<file path="src/led_pwm_params.svh">
/*
 * Constants for the LED driver control-data latch and latch-pulse logic.
 * Assumes a 100 MHz system clock and an internal grayscale oscillator derived from it.
 */
// What this block does
// Latch keeps red3, green3, blue3 grayscale at bits 159-144, 175-160, 191-176.
// Latch keeps 7-bit brightness per colour at bits 198-192, 205-199, 212-206.
// Output-off bit 213 set forces outputs off, clears counter, initialises timing.
// After reset the output-off bit is one so all outputs start disabled.
// Repeat bit 214 clear: each output turns on once after unblank or timing reset.
// Repeat bit set: outputs repeat their on/off cycle every 65536 reference clocks.
// Timing-reset bit 215 set: latch pulse clears counter and forces outputs off.
// Timing-reset bit clear: latch pulse leaves counter running and outputs alone.
// Bit 216 selects reference: zero internal oscillator, one the shift clock.
// Bit 217 selects switching on rising edge when one, falling edge when zero.
// Latch pulse after idle of 8x last edge interval when top six bits equal 25h.
// Idle delay clamped between 8 and 16384 internal oscillator periods.
// A latch pulse copies the 218 low shift bits into the control latch.
// Each shift-clock rise shifts data into bit 0; bit 223 drives serial output.
// Controller holds shift clock static at least 8x last interval to latch.
// Output is on while the grayscale counter is below that channel's value.
// Edge interval is measured in internal oscillator periods.
`ifndef LED_PWM_PARAMS_SVH
`define LED_PWM_PARAMS_SVH

`define SHIFT_W          224
`define LATCH_W          218
`define CMD_W            6
`define CMD_CODE         6'h25
`define GS_W             16
`define BC_W             7
`define RED3_LSB         144
`define GREEN3_LSB       160
`define BLUE3_LSB        176
`define RED_BC_LSB       192
`define GREEN_BC_LSB     199
`define BLUE_BC_LSB      206
`define BLANK_BIT        213
`define REPEAT_BIT       214
`define TIMING_RESET_EN_BIT       215
`define CLKSEL_BIT       216
`define EDGESEL_BIT      217
`define GS_MAX           16'hFFFF
`define IDLE_MULT_SHIFT  3
`define IDLE_MIN_PERIODS 8
`define IDLE_MAX_PERIODS 16384
`define IVAL_W           15
`define THR_W            18
`define CLK_PERIOD_PS    10000
`define OSC_PERIOD_PS    83250
`define OSC_PERIOD_CYC   (`OSC_PERIOD_PS / `CLK_PERIOD_PS)
`define OSC_CNT_W        8

`endif

</file>
<file path="src/led_pwm_pkg.sv">
/*
 * Types shared by the LED driver latch control logic.
 * Assumes the constants header is on the include path.
 */
`include "led_pwm_params.svh"

package led_pwm_pkg;
    typedef logic [`LATCH_W-1:0] latch_word_t;
    typedef logic [`SHIFT_W-1:0] shift_word_t;
    typedef logic [`GS_W-1:0]    gray_t;
    typedef logic [`BC_W-1:0]    bright_t;
endpackage : led_pwm_pkg

</file>
<file path="src/led_pwm_latch_control.sv">
/*
 * Shift register, idle-based latch pulse, two-entry latch buffer, control latch and grayscale PWM.
 * Assumes shift clock and data arrive asynchronously on pins and reset is synchronous, active low.
 */
`timescale 1ns/1ps
`include "led_pwm_params.svh"

module led_pwm_latch_control #(
    parameter int IDLE_MAX = `IDLE_MAX_PERIODS,
    parameter int OSC_DIV  = `OSC_PERIOD_CYC
) (
    // Clock and reset.
    input  wire logic                 sys_clk,
    input  wire logic                 resetn,
    // Serial link.
    input  wire logic                 shift_clock_in,
    input  wire logic                 serial_data_in,
    output logic                      serial_data_out,
    // Channel drive.
    output logic [2:0]                current_sink_output,
    // Brightness levels per colour group.
    output led_pwm_pkg::bright_t      red_group_brightness,
    output led_pwm_pkg::bright_t      green_group_brightness,
    output led_pwm_pkg::bright_t      blue_group_brightness,
    // Status.
    output logic                      display_blanked,
    output logic                      latch_pulse
);
    import led_pwm_pkg::*;

    ////////////////////////////////////////////////////////////////////////////
    // Pin synchronisers and internal oscillator.
    logic [2:0]           sck_sync;
    logic [2:0]           sdi_sync;
    logic                 sck_lvl;
    logic                 sdi_lvl;
    logic [`OSC_CNT_W-1:0] osc_cnt;
    logic                 next_sck_lvl;
    logic                 next_sdi_lvl;
    logic [`OSC_CNT_W-1:0] next_osc_cnt;
    logic                 sck_rise;
    logic                 osc_tick;
    logic                 osc_lvl;

    always_comb begin
        next_sck_lvl = (sck_sync[1] == sck_sync[2]) ? sck_sync[2] : sck_lvl;
        next_sdi_lvl = (sdi_sync[1] == sdi_sync[2]) ? sdi_sync[2] : sdi_lvl;
        sck_rise     = (sck_sync[1] == sck_sync[2]) && sck_sync[2] && !sck_lvl;
        osc_tick     = (osc_cnt == `OSC_CNT_W'(OSC_DIV - 1));
        osc_lvl      = (osc_cnt >= `OSC_CNT_W'(OSC_DIV / 2));
        next_osc_cnt = osc_tick ? '0 : osc_cnt + `OSC_CNT_W'(1);
    end

    always_ff @(posedge sys_clk) begin
        if (!resetn) begin
            sck_sync <= 3'h0;
            sdi_sync <= 3'h0;
            sck_lvl  <= 1'b0;
            sdi_lvl  <= 1'b0;
            osc_cnt  <= '0;
        end else begin
            sck_sync <= {sck_sync[1:0], shift_clock_in};
            sdi_sync <= {sdi_sync[1:0], serial_data_in};
            sck_lvl  <= next_sck_lvl;
            sdi_lvl  <= next_sdi_lvl;
            osc_cnt  <= next_osc_cnt;
        end
    end

    ////////////////////////////////////////////////////////////////////////////
    // Shift register and idle detection.
    shift_word_t          shift_reg;
    logic [`IVAL_W-1:0]   ival_cnt;
    logic [`IVAL_W-1:0]   last_ival;
    logic [`THR_W-1:0]    idle_cnt;
    logic                 armed;
    shift_word_t          next_shift_reg;
    logic [`IVAL_W-1:0]   next_ival_cnt;
    logic [`IVAL_W-1:0]   next_last_ival;
    logic [`THR_W-1:0]    next_idle_cnt;
    logic                 next_armed;
    logic [`THR_W-1:0]    idle_thr;
    logic                 idle_done;
    logic                 cmd_ok;
    logic                 push;
    logic                 buf_full;

    always_comb begin
        idle_thr = {3'h0, last_ival} << `IDLE_MULT_SHIFT;
        if (idle_thr < `THR_W'(`IDLE_MIN_PERIODS)) begin
            idle_thr = `THR_W'(`IDLE_MIN_PERIODS);
        end else if (idle_thr > `THR_W'(IDLE_MAX)) begin
            idle_thr = `THR_W'(IDLE_MAX);
        end
        idle_done      = armed && (idle_cnt >= idle_thr);
        cmd_ok         = (shift_reg[`SHIFT_W-1 -: `CMD_W] == `CMD_CODE);
        push           = idle_done && cmd_ok && !buf_full;
        next_shift_reg = shift_reg;
        next_ival_cnt  = ival_cnt;
        next_last_ival = last_ival;
        next_idle_cnt  = idle_cnt;
        next_armed     = armed;
        if (sck_rise) begin
            next_shift_reg = {shift_reg[`SHIFT_W-2:0], sdi_lvl};
            next_last_ival = ival_cnt;
            next_ival_cnt  = '0;
            next_idle_cnt  = '0;
            next_armed     = 1'b1;
        end else begin
            if (osc_tick && (ival_cnt < `IVAL_W'(IDLE_MAX))) begin
                next_ival_cnt = ival_cnt + `IVAL_W'(1);
            end
            if (osc_tick && (idle_cnt < `THR_W'(IDLE_MAX))) begin
                next_idle_cnt = idle_cnt + `THR_W'(1);
            end
            // A full buffer keeps the request armed until room appears.
            if (idle_done && (!cmd_ok || !buf_full)) begin
                next_armed = 1'b0;
            end
        end
    end

    always_ff @(posedge sys_clk) begin
        if (!resetn) begin
            shift_reg       <= '0;
            ival_cnt        <= '0;
            last_ival       <= '0;
            idle_cnt        <= '0;
            armed           <= 1'b0;
            serial_data_out <= 1'b0;
        end else begin
            shift_reg       <= next_shift_reg;
            ival_cnt        <= next_ival_cnt;
            last_ival       <= next_last_ival;
            idle_cnt        <= next_idle_cnt;
            armed           <= next_armed;
            serial_data_out <= next_shift_reg[`SHIFT_W-1];
        end
    end

    ////////////////////////////////////////////////////////////////////////////
    // Two-entry latch buffer and control latch.
    latch_word_t          buf_mem [2];
    logic                 wr_ptr;
    logic                 rd_ptr;
    logic [1:0]           buf_cnt;
    latch_word_t          ctrl;
    logic                 next_wr_ptr;
    logic                 next_rd_ptr;
    logic [1:0]           next_buf_cnt;
    latch_word_t          next_ctrl;
    logic                 pop;
    logic                 gs_step;

    always_comb begin
        buf_full     = (buf_cnt == 2'h2);
        pop          = (buf_cnt != 2'h0) && !gs_step;
        next_wr_ptr  = push ? !wr_ptr : wr_ptr;
        next_rd_ptr  = pop ? !rd_ptr : rd_ptr;
        next_buf_cnt = buf_cnt + {1'b0, push} - {1'b0, pop};
        next_ctrl    = pop ? buf_mem[rd_ptr] : ctrl;
    end

    always_ff @(posedge sys_clk) begin
        if (!resetn) begin
            buf_mem[0]  <= '0;
            buf_mem[1]  <= '0;
            wr_ptr      <= 1'b0;
            rd_ptr      <= 1'b0;
            buf_cnt     <= 2'h0;
            ctrl        <= '0;
            ctrl[`BLANK_BIT] <= 1'b1;
            latch_pulse <= 1'b0;
        end else begin
            if (push) begin
                buf_mem[wr_ptr] <= shift_reg[`LATCH_W-1:0];
            end
            wr_ptr      <= next_wr_ptr;
            rd_ptr      <= next_rd_ptr;
            buf_cnt     <= next_buf_cnt;
            ctrl        <= next_ctrl;
            latch_pulse <= pop;
        end
    end

    assign red_group_brightness   = ctrl[`RED_BC_LSB +: `BC_W];
    assign green_group_brightness = ctrl[`GREEN_BC_LSB +: `BC_W];
    assign blue_group_brightness  = ctrl[`BLUE_BC_LSB +: `BC_W];
    assign display_blanked        = ctrl[`BLANK_BIT];

    ////////////////////////////////////////////////////////////////////////////
    // Grayscale counter and output timing.
    logic                 ref_prev;
    gray_t                gs_count;
    logic                 gs_done;
    logic [2:0]           next_out;
    gray_t                next_gs_count;
    logic                 next_gs_done;
    logic                 ref_lvl;
    gray_t                gray_val [3];

    always_comb begin
        gray_val[0]   = ctrl[`RED3_LSB +: `GS_W];
        gray_val[1]   = ctrl[`GREEN3_LSB +: `GS_W];
        gray_val[2]   = ctrl[`BLUE3_LSB +: `GS_W];
        ref_lvl       = ctrl[`CLKSEL_BIT] ? sck_lvl : osc_lvl;
        gs_step       = ctrl[`EDGESEL_BIT] ? (ref_lvl && !ref_prev) : (!ref_lvl && ref_prev);
        next_out      = current_sink_output;
        next_gs_count = gs_count;
        next_gs_done  = gs_done;
        if (ctrl[`BLANK_BIT]) begin
            next_out      = 3'h0;
            next_gs_count = '0;
            next_gs_done  = 1'b0;
        end else if (pop && buf_mem[rd_ptr][`TIMING_RESET_EN_BIT]) begin
            next_out      = 3'h0;
            next_gs_count = '0;
            next_gs_done  = 1'b0;
        end else if (gs_step) begin
            // Without timing reset a new word leaves the counter running.
            if (gs_done) begin
                next_out = 3'h0;
            end else begin
                for (int i = 0; i < 3; i++) begin
                    next_out[i] = (gs_count < gray_val[i]);
                end
                next_gs_count = gs_count + `GS_W'(1);
                if ((gs_count == `GS_MAX) && !ctrl[`REPEAT_BIT]) begin
                    next_gs_done = 1'b1;
                end
            end
        end
    end

    always_ff @(posedge sys_clk) begin
        if (!resetn) begin
            ref_prev            <= 1'b0;
            gs_count            <= '0;
            gs_done             <= 1'b0;
            current_sink_output <= 3'h0;
        end else begin
            ref_prev            <= ref_lvl;
            gs_count            <= next_gs_count;
            gs_done             <= next_gs_done;
            current_sink_output <= next_out;
        end
    end
endmodule : led_pwm_latch_control

</file>
<file path="config.mk">
export PLATFORM = sky130hd
export DESIGN_NAME = led_pwm_latch_control
export DESIGN_NICKNAME = d
export VERILOG_FILES = /design/src/led_pwm_pkg.sv /design/src/led_pwm_latch_control.sv
export VERILOG_INCLUDE_DIRS = /design/src /design/src/src
export SDC_FILE = /design/constraint.sdc
export NUM_CORES = 1
export LEC_CHECK = 0
export BUFFER_PORTS_ARGS = -buffer_cell sky130_fd_sc_hd__buf_4
export CAP_MARGIN = 0
export CORE_ASPECT_RATIO = 1.2
export CORE_MARGIN = 8
export CORE_UTILIZATION = 29
export CTS_CLUSTER_DIAMETER = 150
export DETAILED_ROUTE_END_ITERATION = 8
export PLACE_DENSITY_LB_ADDON = 0.1
export RECOVER_POWER = 50
export SLEW_MARGIN = 40
export SYNTH_ARGS = -nofsm -noshare
export SYNTH_HDL_FRONTEND = slang
export SYNTH_SLANG_ARGS = --single-unit
</file>
<file path="constraint.sdc">
create_clock -name sys_clk -period 23.1 [get_ports sys_clk]
set_input_delay 2.31 -clock sys_clk [delete_from_list [all_inputs] [get_ports sys_clk]]
set_output_delay 2.31 -clock sys_clk [all_outputs]
set_load 0.05 [all_outputs]
</file>
==> impl_metrics.yaml, run 1 <==
sta:
  worstMarginPinSlew_ns: 5.373
  finalSetupViolations: 0
  rsz0062_at_grt: "false"
  setup_tns_ns: 0
  slew_violations: 362
  finalCriticalPeriod_ns: 11.05
  max_slew_margin_pct: -260.2
  timing.final.crit_share_pct: 47.82
  timing.final.hold_violations: 0
  fin_skew_ns: 0.01139
  fmax_mhz: 90.53
finish:
  final_layout_size_suffix_gt1_share_pct: 5.745
  stdcell_area_um2: 24660
  syn2layout_area_growth_pct: 12.96
  fin_nets: 2371
  largest_register_ffs: 224
  antenna_cells: 0
  nFillCells: 7692
grt:
  grt_pass1_vias: 15390
  grt_pass1_wl_um: 83260
  grt_max_degree: 201
  antenna_found_initial: 0
  grt.overflow.total: 0
  track_usage_pct: 12.04
clock_network:
  cts_buffer_depth: 3
  hold_buffers: 0
  cts_tree: "yes"
  clockRootBuffer: "clkbuf_16"
  clock_latency_ns: 0.62
  cts_buffers: 61
  cts_setup_buffers: 0
  ctsResizeCount: 0
  cts.sinks: 537
  htreeDepth: 2
  clkSlewWorstSetupHoldPaths_ns: 0.06
status:
  violations: "capacitance limit, slew limit"
  outcome: "finished with violations"
routing:
  drcViolationCount: 0
  ant_nets: 0
  num_vias: 15500
  wl_per_cell_um: 15.09
  drtIter0Drc: 840
  wl_um: 50680
  first_pass_iters: 4
  avgViaCountPerCell: 4.616
worst_setup_path:
  cp_max_fo: 143
  cp_cell_sequence: "clkbuf_1, clkinvlp_2, clkbuf_1, clkbuf_1, buf_12, a211oi_1"
  cp_slowest_cell: "clkinvlp_2"
  crit_top_cell: "clkbuf_1"
  worstPathRequired_ns: 23.63
  end_kind: "flop"
  cp-startpoint: "resetn"
  critPathMaxStageDelay_ns: 4.35
  critPathTopFamily: "buffers and inverters"
  r2r_start: "ctrl[216]"
  cp-start-kind: "primary input"
  critPathKind: "in -> reg"
  arrival_ns: 11.57
  crit_buf_inv: 5
synth:
  yosysMostFrequentCell: "nand2_1"
  synth_top_area_share_pct: 35.67
  yosys.area.top_type: "dfxtp_1"
  synth_cells: 2372
  ys_seq_area_share_pct: 56.03
  synth_edf_count: 148
  synthTopCellsByArea: "dfxtp_1 (36%), edfxtp_1 (20%), nand2_1 (10%), a21oi_1 (6.2%), ha_1 (3.9%)"
  ys_warn_count: 0
  synthTopCellsByCount: "nand2_1 (602), dfxtp_1 (389), a21oi_1 (270)"
  synthFlopType: "dfxtp_1"
  synth_seq_cells: 537
  yosys.cell_types.count: 52
  netlist_area_um2: 21830
  avgSynthCellArea_um2: 9.203
  async_flop_share_pct: 0
floorplanning:
  start_util_pct: 29.21
  die_x_um: 266.5
  io_pins: 31
  die_area_um2: 84350
  fp-row-count: 110
  placeableCoreArea_um2: 74730
  fp.dieH_um: 316.6
run:
  cap_viol_max_count: 4
power:
  netSwitchingPower_uw: 717.8
  pwr-share-comb_pct: 16.8
  p_leak_uw: 0.007982
  vdd_drop_max_mv: 0.05435
  power-per-cell-area_nw_per_um2: 99.68
  p_int_uw: 1740
  p_seq_share_pct: 44.4
  clockPowerShare_pct: 38.7
  swShare_pct: 29.20
min_path:
  hold_path.class: "reg -> reg"
  min-delay-start: "sdi_sync[0]"
placement:
  postPlaceCellArea_um2: 22760
  post-dp-hpwl_um: 28730
  io_buffers: 30
  gp_congestion: 0.7502
## final timing paths
path | endpoint | slack (ns) | cells past startpoint
worst max-delay path | ctrl[197] | 12.05 | 6
worst min-delay path | sdi_sync[1] | 0.44 | 1
worst max register to register | buf_cnt[1] | 18.85 | 9
worst min register to register | sdi_sync[1] | 0.44 | 1
## per-stage QoR
| step | setup slack [ns] | total power, uW | hold slack (ns) | util, % | std cells |
|---|---|---|---|---|---|
| after floorplan | 14.47 | 1461 | 0.4119 | - | 2374 |
| after global placement | 17.74 | 1548 | 0.4176 | 30.37 | 3242 |
| after detailed placement | 18.20 | 1555 | 0.4214 | 30.46 | 3243 |
| after CTS | 18.79 | 2527 | 0.4351 | 33.12 | 3357 |
| after global routing | 10.81 | 2601 | 0.4606 | 33.00 | 3358 |
| final | 12.05 | 2458 | 0.4373 | 33.00 | 3358 |
## final cells by class
class | count | area [um2] | share of cell area [%]
multi-input combinational | 1587 | 8607 | 34.90
timing repair buffer | 48 | 317.8 | 1.289
tap | 1008 | 1261 | 5.115
clock inverter | 19 | 156.4 | 0.6343
clock buffer | 95 | 1836 | 7.444
sequential | 537 | 12240 | 49.62
inverter | 64 | 244.0 | 0.9894
## power by group through the flow
stage / sequential (uW) / clock (uW) / combinational, uW
floorplan: 1100 / 0 / 360
global placement: 1110 / 0 / 437
detailed placement: 1110 / 0 / 441
CTS: 1090 / 991 / 443
global route: 1100 / 1030 / 466
finish: 1090 / 952 / 414
## worst reg2reg max path: cells and delay by family, from the launching register on
family          cells  cell delay, ns
compound gates      3            0.62
fa+ha+maj           1            0.40
buf+inv             2            1.32
flops               1            0.34
mux                 1            0.49
simple gates        2            0.92
## cell usage in the layout, fill, tap and decap left out, types with 7 or more instances in the layout
master     count
ha_1          68
clkbuf_1      48
or3_1          7
and3_1         8
clkbuf_16     62
nand4_1       18
a211oi_1      76
a21o_1         8
xnor2_1       24
edfxtp_1     148
xor2_1        20
nor3_1       162
o21ai_0       16
nor2_1       140
nand3_1       15
a21oi_1      270
buf_4          8
clkinv_2       7
o21a_1         7
mux2i_1       75
inv_1         61
dfxtp_1      387
nand2_1      601
clkbuf_8      17
## metal layers
metal | up-vias | wire length, um | track usage [%]
li1 | 7916 | - | -
met3 | 79 | 1758 | 2.358
met2 | 171 | 23360 | 20.08
met1 | 7334 | 24340 | 15.70
met5 | - | 0 | 0
met4 | 0 | 1229 | 3.558
## cell families (layout without fill, tap and decap cells)
group	after synthesis	count (layout)	share of synthesized area (%)
XOR/XNOR	44	44	1.765
flip-flops	537	537	56.03
multiplexers	80	80	3.703
AO/OA/AOI/OAI	397	397	10.45
other	1	3	0.01718
AND/OR/NAND/NOR	995	995	19.24
adder cells (fa/ha/maj)	68	68	3.898
buffers and inverters	250	226	4.901
No activity file was read; power rests on OpenSTA's default activity.
==> run 2: changes to the inputs <==
ABC_AREA = 1   (was not set)
clock period = 9.7 ns   (was 23.1 ns; I/O delays follow)
==> impl_metrics.yaml, run 2 <==
synth:
  synth_edf_count: 148
  synthFlopType: "dfxtp_1"
  synth_top_family_by_area: "simple AND/OR/NAND/NOR gates"
  synth_top_area_share_pct: 35.43
  synthAdderAreaFrac_pct: 3.871
  yosysMostFrequentCell: "nor2_1"
  synth-compound-area-share_pct: 13.14
  synthTopCellsByCount: "nor2_1 (520), dfxtp_1 (389), o21ai_0 (287)"
  synthTopCellsByArea: "dfxtp_1 (35%), edfxtp_1 (20%), nor2_1 (8.9%), o21ai_0 (6.5%), a21oi_1 (5.2%)"
  yosys.cell_types.count: 44
  avgSynthCellArea_um2: 8.827
  ys_warn_count: 0
  synth_seq_cells: 537
  synth_cells: 2490
  ys_seq_area_share_pct: 55.65
  yosys.area.top_type: "dfxtp_1"
  synth-xor-area-share_pct: 0.8368
  synth_mux_area_share_pct: 3.279
  async_flop_share_pct: 0
  netlist_area_um2: 21980
  synth_simple_gate_area_share_pct: 16.04
status:
  outcome: "finished with violations"
  violations: "capacitance limit, slew limit"
worst_setup_path:
  arrival_ns: 6.44
  reg2reg_slack_ns: 3.76
  end_kind: "flop"
  cp-start-kind: "flop"
  cp_max_fo: 94
  critPathKind: "reg -> reg"
  worstPathRequired_ns: 10.20
grt:
  met3_usage_pct: 1.676
  met1_usage_pct: 15.53
  antenna_found_initial: 0
  top_usage_layer: "met2"
  grt_max_degree: 123
  track_usage_pct: 11.58
  grt_pass1_vias: 15310
  grt_pass1_wl_um: 81650
  grt.overflow.total: 0
  grt_util_met2_pct: 18.98
sta:
  fmax_mhz: 168.4
  worst_slack_ns: 3.762
  hold_slack_ns: 0.4117
  finalCriticalPeriod_ns: 5.938
  setup_tns_ns: 0
  timing.final.crit_share_pct: 61.22
  finalSetupViolations: 0
  fin_skew_ns: 0.02725
  slew_violations: 552
  rsz0062_at_grt: "false"
  max_slew_margin_pct: -173.7
  timing.final.hold_violations: 0
  worstMarginPinSlew_ns: 4.105
finish:
  final_layout_size_suffix_gt1_share_pct: 5.792
  stdcell_area_um2: 24580
  nFillCells: 7827
  syn2layout_area_growth_pct: 11.82
  mostFrequentLayoutCells: "nor2_1 (521), dfxtp_1 (389), o21ai_0 (312)"
  layout_commonest_cell: "nor2_1"
  antenna_cells: 0
  fin_nets: 2509
  largest_register_ffs: 224
  final_util_pct: 32.76
clock_network:
  cts_setup_buffers: 0
  clock_latency_ns: 0.63
  cts.sinks: 537
  ctsResizeCount: 0
  cts_buffer_depth: 3
  cts_buffers: 59
  hold_buffers: 0
  htreeDepth: 2
  clkSlewWorstSetupHoldPaths_ns: 0.06
  cts_tree: "yes"
  clockRootBuffer: "clkbuf_16"
routing:
  wl_um: 49400
  first_pass_iters: 7
  drcViolationCount: 0
  ant_nets: 0
  num_vias: 15720
  drtIter0Drc: 954
  avgViaCountPerCell: 4.498
  wl_per_cell_um: 14.14
floorplanning:
  fp-row-count: 110
  die_x_um: 267.3
  start_util_pct: 29.30
  fp.dieH_um: 317.6
  placeableCoreArea_um2: 75010
  io_pins: 31
  die_area_um2: 84890
placement:
  postPlaceCellArea_um2: 22850
  io_buffers: 30
  post-dp-hpwl_um: 28350
  dp_slack_ns: 5.508
  gp_congestion: 0.7726
run:
  cap_viol_max_count: 7
power:
  p_int_uw: 4036
  clockPowerShare_pct: 37.5
  swShare_pct: 29.80
  p_leak_uw: 0.008650
  p_seq_share_pct: 45.3
  netSwitchingPower_uw: 1714
  power-per-cell-area_nw_per_um2: 234.0
  vdd_drop_max_mv: 0.1392
  pwr-share-comb_pct: 17.1
min_path:
  hold_path.class: "reg -> reg"
-- run 2: final timing paths --
path,start,end,depth (start not counted)
max,sck_sync[1],shift_reg[47],7
min,sdi_sync[0],sdi_sync[1],2
max reg2reg,sck_sync[1],shift_reg[47],7
min reg2reg,sdi_sync[0],sdi_sync[1],2
-- run 2: worst max-delay path: stages, from the launching register on --
cell	delay, ns
dfxtp_1	0.33
ha_1	0.23
nand2_4	0.07
buf_6	0.47
clkinvlp_2	2.11
clkbuf_1	1.94
nor2_1	0.48
nor2_1	0.09
-- run 2: kinds of logic (layout without fill, tap and decap cells) --
logic type,after synthesis,in the layout
other,1,3
AOI/OAI and AO/OA,572,572
buffers and inverters,362,356
muxes,72,72
adders and majority gates,68,68
xor gates and xnor gates,21,21
DFF,537,537
and+or+nand+nor,857,857
-- run 2: per-layer routing --
layer | routed length (um) | share of wire [%]
met5 | 0 | 0
met4 | 1264 | 2.6
met3 | 1620 | 3.3
met2 | 22450 | 45
met1 | 24060 | 49
-- run 2: metrics by stage --
stage,power [uW],instances
6_report,5750,3494
5_1_grt,6081,3494
4_1_cts,5889,3494
3_5_place_dp,3677,3384
3_3_place_gp,3667,3384
2_1_floorplan,3482,2492
-- run 2: power groups by stage --
| stage | clock network (uW) | registers (uW) | logic (uW) |
|---|---|---|---|
| after global routing | 2340 | 2630 | 1110 |
| after detailed placement | 0 | 2660 | 1020 |
| final | 2160 | 2610 | 985 |
| after CTS | 2250 | 2610 | 1020 |
| after floorplan | 0 | 2610 | 877 |
| after global placement | 0 | 2660 | 1010 |
-- run 2: area by class of cell --
cell class / count / area, um2 / share of cell area (%)
Clock buffer: 94 / 1718 / 6.990
Clock inverter: 16 / 153.9 / 0.6262
Inverter: 203 / 767.0 / 3.121
Multi-Input combinational cell: 1593 / 8223 / 33.46
Sequential cell: 537 / 12230 / 49.77
Tap cell: 1008 / 1261 / 5.132
Timing Repair Buffer: 43 / 221.5 / 0.9011
